<file path="src/rtl/ipsb_defines.vh">
`ifndef IPSB_DEFINES_VH
`define IPSB_DEFINES_VH

`define IPSB_FLAG_MBOX 2'd0
`define IPSB_FLAG_TERM 2'd1
`define IPSB_FLAG_CONF 2'd2
`define IPSB_FLAG_CAL 2'd3
`define IPSB_CLK_MHZ 200
`define IPSB_WDOG_MS 1000
`define IPSB_WDOG_CYC (`IPSB_WDOG_MS * 1000 * `IPSB_CLK_MHZ)
`define IPSB_ZERO4 4'h0
`define IPSB_ONE16 16'h0001
`define IPSB_ONE32 32'h0000_0001
`define IPSB_ZERO32 32'h0000_0000

`endif

</file>
<file path="src/rtl/ipsb_fifo.v">
`timescale 1ns/100ps
`default_nettype none
module ipsb_fifo #(
	parameter WIDTH = 16,
	parameter DEPTH_LOG2 = 3
) (
	input wire clk_in,
	input wire rst_n_in,
	input wire push_in,
	input wire [WIDTH-1:0] push_data_in,
	input wire pop_in,
	output reg [WIDTH-1:0] pop_data_out,
	output reg pop_valid_out,
	output reg full_out,
	output reg empty_out
);
	localparam DEPTH = 1 << DEPTH_LOG2;
	reg [WIDTH-1:0] mem_ff [0:DEPTH-1];
	reg [DEPTH_LOG2:0] wr_ff;
	reg [DEPTH_LOG2:0] rd_ff;
	wire do_push;
	wire do_pop;
	wire [DEPTH_LOG2:0] nxt_wr;
	wire [DEPTH_LOG2:0] nxt_rd;
	assign do_push = push_in && !full_out;
	assign do_pop = pop_in && !empty_out;
	assign nxt_wr = do_push ? wr_ff + 1'b1 : wr_ff;
	assign nxt_rd = do_pop ? rd_ff + 1'b1 : rd_ff;
	always @(posedge clk_in) begin
		if (do_push) begin
			mem_ff[wr_ff[DEPTH_LOG2-1:0]] <= push_data_in;
		end
	end
	always @(posedge clk_in or negedge rst_n_in) begin
		if (!rst_n_in) begin
			wr_ff <= {(DEPTH_LOG2+1){1'b0}};
			rd_ff <= {(DEPTH_LOG2+1){1'b0}};
			pop_data_out <= {WIDTH{1'b0}};
			pop_valid_out <= 1'b0;
			full_out <= 1'b0;
			empty_out <= 1'b1;
		end else begin
			wr_ff <= nxt_wr;
			rd_ff <= nxt_rd;
			pop_valid_out <= do_pop;
			if (do_pop) begin
				pop_data_out <= mem_ff[rd_ff[DEPTH_LOG2-1:0]];
			end
			full_out <= (nxt_wr[DEPTH_LOG2] != nxt_rd[DEPTH_LOG2]) &&
				(nxt_wr[DEPTH_LOG2-1:0] == nxt_rd[DEPTH_LOG2-1:0]);
			empty_out <= (nxt_wr == nxt_rd);
		end
	end
endmodule
`default_nettype wire

</file>
<file path="src/rtl/ipsb_top.v">
// Functional notes
// (RL1) Outbound mailbox addresses queued, peer pops until empty
// (RL2) Peer pushes inbound mailbox addresses into queue
// (RL3) Four causes per direction share one line
// (RL4) Four flags per direction, separate handlers
// (RL5) Attention and confirm flags, process index 0-3
// (RL6) Peer raises inbound mailbox, terminal, confirms
// (RL7) Inbound flag starts its matching local handler
// (RL8) Local side raises mailbox, terminal, calendar flags
// (RL9) Peer answers calendar command with confirm
// (RL10) Taken interrupt: disable source, then clear step
// (RL11) Clear step: clear one flag, dispatch handler
// (RL12) Set waits until flag clear, then line
// (RL13) Flag chosen by two-bit index 0-3
// (RL14) Operator comm console mode skips waiting
// (RL15) Pending check: loop back or re-enable line
// (RL16) Re-read after re-enable; reassert, restart
// (RL17) Nothing left: scratch bit enters periodic service
// (RL18) Watchdog after second request raises power fail
// (RL19) Unknown instruction number raises illegal trap
// (RL20) Peer interrupt takes address from inbound queue
// (RL21) Asynchronous mailbox starts coalescing timer instead
// (RL22) Timer zero or byte threshold triggers processing
// (RL23) Simultaneous set and clear: set wins
`timescale 1ns/100ps
`default_nettype none
`include "ipsb_defines.vh"
module ipsb_top #(
	parameter ADDR_W = 16,
	parameter FIFO_LOG2 = 3,
	parameter TIMER_W = 16,
	parameter WDOG_CYCLES = `IPSB_WDOG_CYC,
	parameter [127:0] IOX_VALID_MAP = {128{1'b1}},
	parameter [15:0] ASYNC_MAP = 16'h0000
) (
	input wire clk_in,
	input wire rst_n_in,
	// Outbound address queue, local pushes, peer pops
	input wire out_push_in,
	input wire [ADDR_W-1:0] out_push_addr_in,
	input wire out_pop_in,
	output reg [ADDR_W-1:0] out_pop_addr_out,
	output reg out_pop_valid_out,
	output reg out_empty_out,
	output reg out_full_out,
	// Inbound address queue, peer pushes
	input wire in_push_in,
	input wire [ADDR_W-1:0] in_push_addr_in,
	input wire in_full_ack_in,
	output reg in_full_out,
	// Local raise request
	input wire raise_peer_signal_in,
	input wire [1:0] raise_index_in,
	input wire operator_comm_active_in,
	input wire peer_is_console_in,
	output reg raise_busy_out,
	// Flags toward peer, peer clears
	input wire [3:0] peer_clear_in,
	output reg [3:0] out_flags_out,
	output reg peer_irq_out,
	// Flags from peer, peer sets
	input wire [3:0] peer_set_in,
	output reg [3:0] in_flags_out,
	// Local service: start handling when line up
	input wire handler_done_in,
	input wire periodic_call_request_in,
	output reg [3:0] dispatch_out,
	output reg periodic_service_entry_out,
	output reg local_irq_enable_out,
	// Instruction lookup
	input wire instr_valid_in,
	input wire [6:0] instr_num_in,
	output reg instruction_dispatch_out,
	output reg illegal_instr_out,
	// Coalescing timer
	input wire [3:0] mbox_slot_in,
	input wire [TIMER_W-1:0] timer_initial_value_in,
	input wire [TIMER_W-1:0] min_bytes_threshold_in,
	input wire [TIMER_W-1:0] byte_count_in,
	output reg [ADDR_W-1:0] level_queue_addr_out,
	output reg level_queue_valid_out,
	output reg coalesce_timer_entry_out,
	output reg power_fail_out
);
	localparam ST_IDLE = 6'b000001;
	localparam ST_TAKE = 6'b000010;
	localparam ST_CLEAR = 6'b000100;
	localparam ST_WAIT = 6'b001000;
	localparam ST_CHECK = 6'b010000;
	localparam ST_RECHECK = 6'b100000;

	reg rst_s1_ff;
	reg rst_sync_ff;
	wire rst_n;
	always @(posedge clk_in or negedge rst_n_in) begin
		if (!rst_n_in) begin
			rst_s1_ff <= 1'b0;
			rst_sync_ff <= 1'b0;
		end else begin
			rst_s1_ff <= 1'b1;
			rst_sync_ff <= rst_s1_ff;
		end
	end
	assign rst_n = rst_sync_ff;

	wire [ADDR_W-1:0] out_q_data;
	wire out_q_valid;
	wire out_q_full;
	wire out_q_empty;
	ipsb_fifo #(.WIDTH(ADDR_W), .DEPTH_LOG2(FIFO_LOG2)) u_out_q (
		.clk_in(clk_in),
		.rst_n_in(rst_n),
		.push_in(out_push_in),
		.push_data_in(out_push_addr_in),
		.pop_in(out_pop_in),
		.pop_data_out(out_q_data),
		.pop_valid_out(out_q_valid),
		.full_out(out_q_full),
		.empty_out(out_q_empty)
	); // RL1

	reg in_pop_ff;
	wire [ADDR_W-1:0] in_q_data;
	wire in_q_valid;
	wire in_q_full;
	wire in_q_empty;
	ipsb_fifo #(.WIDTH(ADDR_W), .DEPTH_LOG2(FIFO_LOG2)) u_in_q (
		.clk_in(clk_in),
		.rst_n_in(rst_n),
		.push_in(in_push_in),
		.push_data_in(in_push_addr_in),
		.pop_in(in_pop_ff),
		.pop_data_out(in_q_data),
		.pop_valid_out(in_q_valid),
		.full_out(in_q_full),
		.empty_out(in_q_empty)
	); // RL2

	// Outbound flags: mbox attn, term attn, term confirm, calendar attn
	reg [3:0] out_flags_ff;
	reg [3:0] req_cnt_ff;
	wire [3:0] raise_mask;
	wire raise_ok;
	wire do_raise;
	assign raise_mask = 4'h1 << raise_index_in; // RL13
	assign raise_ok = !(|(out_flags_ff & raise_mask)) ||
		(operator_comm_active_in && peer_is_console_in); // RL12 RL14
	assign do_raise = raise_peer_signal_in && raise_ok;

	// Watchdog counts after second request while flags stay up
	reg [31:0] wdog_ff;
	reg wdog_run_ff;
	reg [1:0] pend_req_ff;
	always @(posedge clk_in or negedge rst_n) begin
		if (!rst_n) begin
			out_flags_ff <= `IPSB_ZERO4;
			out_flags_out <= `IPSB_ZERO4;
			peer_irq_out <= 1'b0;
			raise_busy_out <= 1'b0;
			pend_req_ff <= 2'b00;
			wdog_run_ff <= 1'b0;
			wdog_ff <= `IPSB_ZERO32;
			power_fail_out <= 1'b0;
			req_cnt_ff <= `IPSB_ZERO4;
		end else begin
			out_flags_ff <= (out_flags_ff & ~peer_clear_in) |
				(do_raise ? raise_mask : `IPSB_ZERO4); // RL23 RL8 RL4
			out_flags_out <= (out_flags_ff & ~peer_clear_in) |
				(do_raise ? raise_mask : `IPSB_ZERO4);
			if (do_raise) begin
				peer_irq_out <= 1'b1; // RL3 RL12
			end else if (((out_flags_ff & ~peer_clear_in) == `IPSB_ZERO4)) begin
				peer_irq_out <= 1'b0;
			end
			raise_busy_out <= raise_peer_signal_in && !raise_ok;
			req_cnt_ff <= `IPSB_ZERO4;
			if ((out_flags_ff & ~peer_clear_in) == `IPSB_ZERO4 && !do_raise) begin
				pend_req_ff <= 2'b00;
				wdog_run_ff <= 1'b0;
				wdog_ff <= `IPSB_ZERO32;
			end else begin
				// Refused requests count too: a waiting sender is a second request
				if (raise_peer_signal_in && pend_req_ff != 2'b10) begin
					pend_req_ff <= pend_req_ff + 2'b01;
				end
				if (raise_peer_signal_in && pend_req_ff == 2'b01) begin
					wdog_run_ff <= 1'b1; // RL18
					wdog_ff <= `IPSB_ZERO32;
				end else if (wdog_run_ff) begin
					wdog_ff <= wdog_ff + `IPSB_ONE32;
					if (wdog_ff == WDOG_CYCLES - 1) begin
						power_fail_out <= 1'b1; // RL18
					end
				end
			end
		end
	end

	// Inbound flags: mbox attn, term attn, term confirm, calendar confirm
	reg [3:0] in_flags_ff;
	reg [3:0] local_clr_ff;
	reg [5:0] state_ff;
	reg [5:0] nxt_state;
	reg [3:0] nxt_clr;
	reg [3:0] nxt_dispatch;
	reg nxt_enable;
	reg nxt_periodic;
	wire [3:0] pend;
	assign pend = in_flags_ff;
	always @* begin
		nxt_state = state_ff;
		nxt_clr = `IPSB_ZERO4;
		nxt_dispatch = `IPSB_ZERO4;
		nxt_enable = local_irq_enable_out;
		nxt_periodic = 1'b0;
		case (state_ff)
			ST_IDLE: begin
				if ((|pend) && local_irq_enable_out) begin
					nxt_state = ST_TAKE;
				end
			end
			ST_TAKE: begin
				nxt_enable = 1'b0; // RL10
				nxt_state = ST_CLEAR;
			end
			ST_CLEAR: begin
				if (|pend) begin
					nxt_clr = pend & (~pend + 4'h1); // RL11
					nxt_dispatch = pend & (~pend + 4'h1); // RL7
					nxt_state = ST_WAIT;
				end else begin
					nxt_state = ST_CHECK;
				end
			end
			ST_WAIT: begin
				if (handler_done_in) begin
					nxt_state = ST_CHECK;
				end
			end
			ST_CHECK: begin
				if (|pend) begin
					nxt_state = ST_CLEAR; // RL15
				end else begin
					nxt_enable = 1'b1; // RL15
					nxt_state = ST_RECHECK;
				end
			end
			ST_RECHECK: begin
				if (|pend) begin
					nxt_state = ST_TAKE; // RL16
				end else begin
					nxt_periodic = periodic_call_request_in; // RL17
					nxt_state = ST_IDLE;
				end
			end
			default: begin
				nxt_state = ST_IDLE;
			end
		endcase
	end

	always @(posedge clk_in or negedge rst_n) begin
		if (!rst_n) begin
			in_flags_ff <= `IPSB_ZERO4;
			in_flags_out <= `IPSB_ZERO4;
			local_clr_ff <= `IPSB_ZERO4;
			state_ff <= ST_IDLE;
			dispatch_out <= `IPSB_ZERO4;
			local_irq_enable_out <= 1'b1;
			periodic_service_entry_out <= 1'b0;
		end else begin
			in_flags_ff <= (in_flags_ff & ~nxt_clr) | peer_set_in; // RL23 RL6
			in_flags_out <= (in_flags_ff & ~nxt_clr) | peer_set_in;
			local_clr_ff <= nxt_clr;
			state_ff <= nxt_state;
			dispatch_out <= nxt_dispatch; // RL5
			local_irq_enable_out <= nxt_enable;
			periodic_service_entry_out <= nxt_periodic;
		end
	end

	// Mailbox dispatch from inbound queue, with coalescing timer
	reg [TIMER_W-1:0] timer_ff;
	reg timer_run_ff;
	reg [ADDR_W-1:0] held_addr_ff;
	wire mbox_go;
	assign mbox_go = nxt_dispatch[`IPSB_FLAG_MBOX];
	always @(posedge clk_in or negedge rst_n) begin
		if (!rst_n) begin
			in_pop_ff <= 1'b0;
			timer_ff <= {TIMER_W{1'b0}};
			timer_run_ff <= 1'b0;
			held_addr_ff <= {ADDR_W{1'b0}};
			level_queue_addr_out <= {ADDR_W{1'b0}};
			level_queue_valid_out <= 1'b0;
			coalesce_timer_entry_out <= 1'b0;
			instruction_dispatch_out <= 1'b0;
			illegal_instr_out <= 1'b0;
			out_pop_addr_out <= {ADDR_W{1'b0}};
			out_pop_valid_out <= 1'b0;
			out_empty_out <= 1'b1;
			out_full_out <= 1'b0;
			in_full_out <= 1'b0;
		end else begin
			in_pop_ff <= mbox_go && !in_q_empty; // RL20
			level_queue_valid_out <= 1'b0;
			coalesce_timer_entry_out <= 1'b0;
			if (in_q_valid) begin
				if (ASYNC_MAP[mbox_slot_in]) begin
					held_addr_ff <= in_q_data; // RL21
					timer_ff <= timer_initial_value_in;
					timer_run_ff <= 1'b1;
				end else begin
					level_queue_addr_out <= in_q_data; // RL20
					level_queue_valid_out <= 1'b1;
				end
			end else if (timer_run_ff) begin
				if (timer_ff == {TIMER_W{1'b0}} ||
						byte_count_in >= min_bytes_threshold_in) begin
					timer_run_ff <= 1'b0; // RL22
					coalesce_timer_entry_out <= 1'b1;
					level_queue_addr_out <= held_addr_ff;
					level_queue_valid_out <= 1'b1;
				end else begin
					timer_ff <= timer_ff - `IPSB_ONE16; // RL22
				end
			end
			instruction_dispatch_out <= instr_valid_in && IOX_VALID_MAP[instr_num_in]; // RL19
			illegal_instr_out <= instr_valid_in && !IOX_VALID_MAP[instr_num_in]; // RL19
			out_pop_addr_out <= out_q_data;
			out_pop_valid_out <= out_q_valid; // RL1
			out_empty_out <= out_q_empty;
			out_full_out <= out_q_full;
			in_full_out <= in_q_full && !in_full_ack_in;
		end
	end
endmodule
`default_nettype wire

</file>
<file path="config.mk">
export PLATFORM = sky130hd
export DESIGN_NAME = ipsb_top
export DESIGN_NICKNAME = d
export VERILOG_FILES = /design/src/rtl/ipsb_fifo.v /design/src/rtl/ipsb_top.v
export VERILOG_INCLUDE_DIRS = /design/src /design/src/rtl
export SDC_FILE = /design/constraint.sdc
export NUM_CORES = 1
export LEC_CHECK = 0
export ABC_AREA = 1
export BUFFER_PORTS_ARGS = -buffer_cell sky130_fd_sc_hd__buf_2
export CORE_UTILIZATION = 54
export CTS_BUF_LIST = sky130_fd_sc_hd__clkbuf_8 sky130_fd_sc_hd__clkbuf_16
export DETAILED_ROUTE_END_ITERATION = 12
export PLACE_DENSITY_LB_ADDON = 0.25
export SLEW_MARGIN = 20
export SYNTH_ARGS = -nofsm -noshare
export SYNTH_HDL_FRONTEND = slang
export SYNTH_SLANG_ARGS = --single-unit
</file>
<file path="constraint.sdc">
create_clock -name clk_in -period 9.6 [get_ports clk_in]
set_clock_uncertainty 0.2 [all_clocks]
set_input_delay 0.96 -clock clk_in [delete_from_list [all_inputs] [get_ports clk_in]]
set_output_delay 0.96 -clock clk_in [all_outputs]
set_load 0.02 [all_outputs]
</file>
-- Yosys cells after proc, flatten, opt, wreduce, memory -nomap -nowiden
Memories as Yosys holds them, arrays and structs flattened. A register that Yosys moved wholly into a read port is not among the register bits.
Cells that the tools add are included.
- reduce and logical (&&, ||, !) cells: 47
- multipliers: 0
- shift-type cells: 1
- bitwise gates (word level): 11
- muxes and demuxes: 49
- equal/unequal tests: 21
- div/mod/pow operators: 0
- add/sub/neg operators: 8
- $lt $le $gt $ge: 3
- operator list (cell ; number):
    16-bit two-way mux ; 8
    32-bit two-way mux ; 3
    6-bit case mux with 6 select lines ; 1
    32-bit by 1-bit adder with 32-bit output, second input constant ; 1
    32-bit by 28-bit == test with 1-bit output, second input constant ; 1
    4-bit two-way mux ; 7
    1-bit two-way mux ; 22
    4-bit by 1-bit adder with 4-bit output, second input constant ; 5
    6-bit two-way mux ; 3
    1-bit logical AND ; 17
    4-bit AND ; 4
    16-bit >= comparator ; 1
    16-bit logical NOT ; 1
    16-bit by 1-bit subtractor with 16-bit output, second input constant ; 1
    2-bit inequality test, second input constant ; 6
    4-bit NOT ; 3
    2-bit nonzero test ; 6
    1-bit logical NOT ; 11
    4-bit == test ; 2
    7-bit by 8-bit less-than comparator with 1-bit output, second input constant ; 1
    4-bit bitwise OR ; 2
    4-bit OR reduction ; 2
    3-bit == test ; 2
    6-bit by 1-bit == test with 1-bit output, second input constant ; 1
    21 further kinds ; 29
- output and inout port bits: 57
- register bits after elaboration: 156
- memories kept: 4
- bits in writable memories: 256
- ROM bits: 144
- bits in latches: 0
- memory list (memory ; words ; bits a word ; read ports ; clocked after Yosys merged registers in ; write ports ; line ; text):
    (no name shown) ; 128 ; 1 ; 1 ; 0 ; 0 ; ipsb_top.v:329 ; illegal_instr_out <= instr_valid_in && !IOX_VALID_MAP[instr_num_in];
    u_in_q.mem_ff ; 8 ; 16 ; 1 ; 1 ; 1 ; ipsb_fifo.v:18 ; reg [WIDTH-1:0] mem_ff [0:DEPTH-1];
    u_out_q.mem_ff ; 8 ; 16 ; 1 ; 1 ; 1 ; ipsb_fifo.v:18 ;
    (no name shown) ; 16 ; 1 ; 1 ; 0 ; 0 ; ipsb_top.v:309 ; if (ASYNC_MAP[mbox_slot_in]) begin

-- Longest topological paths before layout
Gate-level depths: netlist (run 1).
- word-level depth: 10
- gate-level depth with buffers: 15

-- Hierarchy
From an unflattened synthesis (run 1), not the netlist that was laid out.
- cells, all modules: 1816
- area, all modules: 18540.3 µm²
- by module, submodules not included (module ; sequential area each (µm²) ; instances ; cells an instance ; area an instance (µm²)):
    ipsb_fifo at u_out_q ; 4520.6 ; 1 ; 530 ; 6208.5
    ipsb_fifo at u_in_q ; 4520.6 ; 1 ; 530 ; 6197.2
    ipsb_top ; 2931.6 ; 1 ; 756 ; 6134.6

-- Worst setup path after synthesis (run 1)
Ideal clock, no wire load.
- kind: input to register
- start point: input port in_push_in
- end point: memory u_in_q.mem_ff[1][0], enable pin
- path slack: 7033 ps
- required time: 9012 ps
- buffers on the path: 0
- stages: 4
- data arrival time: 1979 ps
- cells stage by stage: inv_1 > nor2_2 > nand2_2 > nor2_1
- longest elaborated chain between the ends: 3
- RTL lines (element ; line ; text):
    start, declared ; ipsb_top.v:47 ; input wire in_push_in,
    1-bit logical AND ; ipsb_fifo.v:25 ; assign do_push = push_in && !full_out;
    1-bit two-way mux ; ipsb_fifo.v:30 ; if (do_push) begin
    1-bit two-way mux (not written as such) ; ipsb_fifo.v:31 ; mem_ff[wr_ff[DEPTH_LOG2-1:0]] <= push_data_in;
    end, declared ; ipsb_fifo.v:18 ;
Every way passes these cells.

==> results of run 1 <==
kinds of logic (layout without fill, tap and decap cells):
family / Yosys count / count (layout) / synth area share, %
DFF: 427 / 427 / 64.9
buffers and inverters: 212 / 406 / 4.66
and+or+nand+nor: 795 / 795 / 18.6
xor gates and xnor gates: 28 / 28 / 1.49
adders and majority gates: 24 / 24 / 1.63
muxes: 3 / 3 / 0.163
other: 2 / 5 / 0.0407
AOI/OAI and AO/OA: 263 / 263 / 8.44
area by class of cell:
type                    instances  area share [%]
flip-flops and latches        427            56.6
multi-input cells            1115            26.5
clock buffers                  49            5.53
repair buffers                180            4.58
well taps                     448            2.65
inverters                     144            2.56
clock inverters                33            1.53
diodes                          3          0.0355
routing by layer:
layer	track usage (%)	part of all wire, %
met3	3.93	5.0
met2	39.8	50
met5	0	0.13
met1	28.9	42
met4	9.11	2.9
final timing paths:
check,start,end,slack [ps],cells after the start
setup / recovery,u_in_q.rd_ff[0]$_DFF_PN0_,u_in_q.pop_data_out[14]$_DFFE_PN0P_,6570,8
hold / removal,rst_s1_ff$_DFF_PN0_,rst_n$_DFF_PN0_,150,0
setup reg to reg,u_in_q.rd_ff[0]$_DFF_PN0_,u_in_q.pop_data_out[14]$_DFFE_PN0P_,6570,8
hold reg to reg,rst_s1_ff$_DFF_PN0_,rst_n$_DFF_PN0_,150,0
max in group asynchronous,rst_n$_DFF_PN0_,u_in_q.rd_ff[0]$_DFF_PN0_,7800,1
min in group asynchronous,rst_n$_DFF_PN0_,state_ff[4]$_DFFE_PN0P_,180,0
report_power, final:
group / internal [mW] / total (mW) / switching, mW
clock network: 1.02 / 1.72 / 0.699
registers: 2.28 / 2.43 / 0.146
logic: 0.396 / 1.30 / 0.903
through the flow:
step           util, %  cell area, um^2  total power [mW]  hold WS (ps)  cells
6_report          63.1            21200              5.44           154   2399
5_1_grt           63.1            21200              5.73           158   2399
4_1_cts           63.1            21100              5.47           157   2396
3_5_place_dp      58.6            19600              3.76           146   2313
3_3_place_gp      58.6            19600              3.71           133   2313
2_1_floorplan        -            18400              3.35           131   1754
worst reg2reg max path, cell delays in order, from the launching register on:
cell	delay, ps
dfrtp_2	340
buf_4	560
clkinv_2	990
nor2_1	300
nor2_1	70
o21ai_0	100
o211ai_1	110
o2111ai_1	150
nand2_1	80
sequential cells by signal (all words and copies together) (netlist names), 6 cells and up:
register and cells:
out_pop_addr_out 16, u_in_q.mem_ff 128, u_out_q.mem_ff 128, state_ff 6, wdog_ff 32, level_queue_addr_out 16
timer_ff 16, u_out_q.pop_data_out 16, u_in_q.pop_data_out 16
synthesized netlist by cell type (15+ instances only):
cell type / number / area (um^2)
nand3_1: 62 / 310
buf_2: 15 / 75.1
a211oi_1: 18 / 135
inv_1: 131 / 492
dfrtp_1: 166 / 4150
xor2_1: 16 / 140
a21oi_1: 35 / 175
nor2_1: 225 / 845
nor3_1: 18 / 90.1
nand4_1: 26 / 163
clkbuf_1: 41 / 154
o211ai_1: 34 / 255
ha_1: 24 / 300
nand2_1: 409 / 1540
edfxtp_1: 256 / 7690
o21ai_0: 128 / 641
o21ai_1: 15 / 75.1
cells in the final DEF (no fill, tap or decap), types with 34 or more instances in the layout:
| master | count |
|---|---|
| nand2_1 | 409 |
| edfxtp_1 | 256 |
| inv_1 | 136 |
| nor2_1 | 225 |
| a21oi_1 | 35 |
| o21ai_0 | 128 |
| dfrtp_1 | 163 |
| o211ai_1 | 34 |
| clkbuf_16 | 44 |
| nand3_1 | 62 |
| buf_2 | 155 |
==> run metrics, run 1 <==
CTS sink cnt=about 430; Detailed Route WL=39400 um; max incr delay on CP=~950 ps; TritonCTS Buffers=44; final number of hold-violating endpoints=0; antenna viol nets, final=0; flops & latches, synth=~430; largest fanout on the critical path=between 70 and 80; maximum VDD drop=between 0.00015 and 0.0002 V; CP delay by family, top=buffers and inverters; CP Launch Type=flip-flop; Least-Margin Pin Slew=between 1000 and 1500 ps; status=complete, no violations; Setup Buffers After CTS=0; die area=0.0349 mm^2; Post-Syn Area per Cell=10.5 um^2; syn nets=between 1500 and 2000; Die Y=approximately 190 um; DP Wirelength=about 24000 um; Clock Pin Slew Worst Setup and Hold Paths=60 ps; final net count=a little over 2000; first-pass GRT wire length=64000 um; cell repeated most along the worst path=nor2_1; I/O Buffers=between 150 and 200; Pleak=around 9.0 nW; final period utilization=31.6%; nature of the critical path endpoint=flip-flop; Final WS setup=about 6600 ps; worst min path class=flip-flop to flip-flop; initial antenna violation count=7; max_cap viols=0; largest net degree at the start of global routing=between 70 and 80; unrepaired setup endpoints after global routing=false; share of layout cells above drive strength 1=between 10% and 20%; die width=roughly 190 um; pwr dens=around 260 mW/mm^2; routed len/inst=16.4 um; fillcell total=about 2700; Synth-to-Final Area Change=14.8%; number of setup violations in the final report=0; RD Place Congestion=a little under 0.9; Crit-path slowest cell=clkinv_2; fmax=approximately 330 MHz; Tmin final=3030 ps; sequential area share after synthesis=around two thirds; pre-CTS setup slack=6400 ps; TritonCTS clock tree=done; Pre-antenna DRT Iters=6; Sum Neg Setup Slack=0 ps; CTS root buf=clkbuf_16; number of global-route vias before repair=between 10000 and 15000; Cells after Synth=between 1500 and 2000; Initial Util=55.0%; clock latency on the worst-skew pair=550 ps; Register Area=approximately 0.012 mm^2; grt total ovfl=0; hold_buf cts=1; io pins=170; post_cts resized=0; initial DRC count=840; Primary FF master, synth=edfxtp_1; Core Region=between 0.03 and 0.04 mm^2; vias per std cell=roughly 5.4; worst path arrival time=3250 ps; Vias=~13000; yosys warns=0; synth unique cells=53; ys async rst share=around two fifths; Multi-input gate area=roughly 0.0056 mm^2; Tot GR Track Use=23.0%; cell chain of the critical path=buf_4 -> clkinv_2 -> nor2_1 -> nor2_1 -> o21ai_0 -> o211ai_1 -> o2111ai_1 -> nand2_1; EDFF count, synth=~260; WS Path Type=flip-flop to flip-flop; H-Tree Depth=2; clk buf depth=3; Residual DRC=0; max-slew violation count=0; mapped cell area=between 0.015 and 0.02 mm^2; critical path required time=9820 ps; Rows=67; Slew headroom=between 20 and 30%; Buf/Inv on CP=2
(Power assumes the default switching activity.)
==> run 2, diff against run 1 <==
--- a/config.mk
+++ b/config.mk
@@ -6,9 +6,9 @@
 export SDC_FILE = /design/constraint.sdc
 export NUM_CORES = 1
 export LEC_CHECK = 0
-export ABC_AREA = 1
+export ABC_AREA = 0
 export BUFFER_PORTS_ARGS = -buffer_cell sky130_fd_sc_hd__buf_2
-export CORE_UTILIZATION = 54
+export CORE_UTILIZATION = 53
 export CTS_BUF_LIST = sky130_fd_sc_hd__clkbuf_8 sky130_fd_sc_hd__clkbuf_16
 export DETAILED_ROUTE_END_ITERATION = 12
 export PLACE_DENSITY_LB_ADDON = 0.25
==> constraint.sdc (replaced) <==
create_clock -name clk_in -period 2.4 [get_ports clk_in]
set_clock_uncertainty 0.2 [all_clocks]
set_input_delay 0.24 -clock clk_in [delete_from_list [all_inputs] [get_ports clk_in]]
set_output_delay 0.24 -clock clk_in [all_outputs]
set_load 0.02 [all_outputs]
==> run 2 against run 1 <==
- hold slack lost 150 ps
- count of clock-buffer cells in the layout is the same
- synthesized cell count shrank 39%
- synthesized area shrank 7.6%
- clock power grew to 3.6 times the previous value
- final area shrank 3.0%
- sequential share of layout area grew 1.8 points
- sequential cell count is the same
- routed wire length shrank 19%
- register-to-register slack lost 6500 ps
- setup slack lost 6500 ps
- via count shrank 27%
- critical path type unchanged
==> run metrics, run 2 <==
status=complete, no violations; Rows=65 (-3.0%); Post-Syn Area per Cell=16.0 um^2 (+52%); routed len/inst=18.2 um (+11%); grt total ovfl=0 (unchanged); mapped cell area=0.0170 mm^2 (-7.6%); sequential area share after synthesis=70.3% (+5.4 points); EDFF count, synth=256 (unchanged); H-Tree Depth=2 (unchanged); worst r2r src=timer_ff[12]$_DFFE_PN0P_; antenna viol nets, final=0 (unchanged); number of setup violations in the final report=0 (unchanged); DP Wirelength=19300 um (-18%); fmax=434 MHz (+32%); Tmin final=2300 ps (-732 ps); io pins=170 (unchanged); flops & latches, synth=427 (unchanged); first-pass GRT wire length=50800 um (-21%); Detailed Route WL=31900 um (-19%); RD Place Congestion=0.764 (-12%); most common cell after layout, fill and taps aside=edfxtp_1; syn nets=1204 (-36%); maximum VDD drop=0.000711 V (+290%); area leader, netlist=edfxtp_1; Initial Util=54.0% (-1.0 points); most frequent cells in the layout=edfxtp_1 (256), dfrtp_1 (163), buf_2 (141); Core Region=0.0316 mm^2 (-5.9%); Cells after Synth=1067 (-39%); Crit-path slowest cell=or4_1; Tot GR Track Use=19.8% (-3.2 points); r2r setup slk=100 ps (-6470 ps); number of global-route vias before repair=9686 (-25%); vias per std cell=5.39 (-0.18%); design area=0.0205 mm^2 (-3.0%); Yosys top cell area share=45.1% (+3.4 points); critical path required time=2620 ps (-7200 ps); cell chain of the critical path=or4_1 -> nor4_2 -> nor3_2 -> and2_4 -> nor3_4 -> buf_12 -> nor2_1; R2R depth=7 (-1); end-of-flow core utilization=65.0% (+1.9 points); Pleak=8.27 nW (-7.7%); worst setup path end=level_queue_addr_out[6]$_DFFE_PN0P_; Pre-antenna DRT Iters=5 (-1); worst min path class=flip-flop to async pin; die width=181 um (-3.0%); Primary FF master, synth=edfxtp_1; Area contributors post-synth=edfxtp_1 (45%), dfrtp_1 (24%), mux4_2 (8.6%), mux2i_1 (2.9%), xor2_1 (2.4%); share of layout cells above drive strength 1=26.3% (+9.5 points); TritonCTS Buffers=42 (-4.5%); final net count=1451 (-29%); CP Launch Type=flip-flop; worst path arrival time=2520 ps (-730 ps); final number of hold-violating endpoints=0 (unchanged); I/O Buffers=141 (-9.0%); unrepaired setup endpoints after global routing=false; Residual DRC=0 (unchanged); CTS root buf=clkbuf_16; initial antenna violation count=3 (-4); DP Area=0.0186 mm^2 (-5.5%); ys async rst share=40.0% (unchanged); nature of the critical path endpoint=flip-flop; largest net degree at the start of global routing=69 (-9.2%); max incr delay on CP=580 ps (-370 ps); largest fanout on the critical path=17 (-76%); yosys warns=0 (unchanged); Die Y=181 um (-3.0%); Synth-to-Final Area Change=20.5%; CTS sink cnt=427 (unchanged); Post-synth top cells=edfxtp_1 (256), dfrtp_1 (166), nor2_1 (82); pwr dens=947 mW/mm^2 (+270%); max_cap viols=0 (unchanged); max-slew violation count=0 (unchanged); final period utilization=95.9% (+64 points); Crit. Startpoint=timer_ff[12]$_DFFE_PN0P_; synth unique cells=60 (+13%); Vias=9440 (-27%); TritonCTS clock tree=done; Clock Pin Slew Worst Setup and Hold Paths=60 ps (about the same); WS Path Type=flip-flop to flip-flop; initial DRC count=543 (-35%); count leader, synth=edfxtp_1; worst reg2reg endpoint=level_queue_addr_out[6]$_DFFE_PN0P_; clock latency on the worst-skew pair=550 ps (about the same); Worst Hold Margin=4.54 ps (-149 ps); clk buf depth=3 (unchanged); die area=0.0329 mm^2 (-5.8%)
run 2: routing by layer:
| metal | track usage, % | routed length (um) |
|---|---|---|
| met3 | 3.04 | 1350 |
| met4 | 4.88 | 509 |
| met2 | 32.8 | 15700 |
| met1 | 27.8 | 14400 |
| met5 | 0 | 0 |
run 2: area by class of cell:
cell class	instances	area, um^2
antenna	3	7.51
clock buffer	49	1150
clock inverter	29	191
fill	2229	11000
inverter	37	139
multi-input combinational	559	4800
sequential	427	12000
tap	402	503
timing repair buffer	247	1750
run 2: metrics by stage:
stage,setup slack [ps],std cells,setup TNS (ps),power (mW)
2_1_floorplan,75.6,1067,0,12.0
3_3_place_gp,-51.1,1612,-192,13.2
3_5_place_dp,-94.1,1612,-384,13.3
4_1_cts,77.5,1748,0,19.6
5_1_grt,0.257,1753,0,20.3
6_report,98.1,1753,0,19.4
run 2: critical path: cells and delay by family, from the launching register on:
family        cells  cell delay, ps
simple gates      6            1410
buf+inv           1             170
flops             1             400
run 2: timing repair:
action | 4_1_cts | 5_1_grt
hold buffers | 58 | 0
buffers inserted | 0 | 1
endpoints found under the setup margin | 0 | 11
hold endpoints to repair | 281 | 0
resized for setup | 0 | 2
run 2: worst min path at each step:
stage                                       to  slack (ps)  cells past startpoint
finish              u_out_q.wr_ff[1]$_DFF_PN0_           5                      0
CTS                   peer_irq_out$_DFFE_PN0P_           8                      4
global route        u_out_q.wr_ff[1]$_DFF_PN0_          30                      0
global placement           rst_s1_ff$_DFF_PN0_        -170                      1
floorplan                  rst_s1_ff$_DFF_PN0_        -260                      0
detailed placement         rst_s1_ff$_DFF_PN0_        -170                      1
run 2: cells by family (layout without fill, tap and decap cells):
logic type | after synthesis | count (layout) | share of synthesized area (%)
AOI/OAI and AO/OA | 75 | 75 | 2.53
muxes | 119 | 119 | 11.8
xor gates and xnor gates | 64 | 64 | 3.29
adders and majority gates | 24 | 24 | 1.76
and+or+nand+nor | 274 | 275 | 8.25
buffers and inverters | 82 | 362 | 2.00
other | 2 | 5 | 0.0441
DFF | 427 | 427 | 70.3
run 2: where the power goes:
group          internal [mW]  switching, mW
sequential              8.98          0.538
combinational           1.66           2.06
clock                   3.53           2.65
total                   14.2           5.25
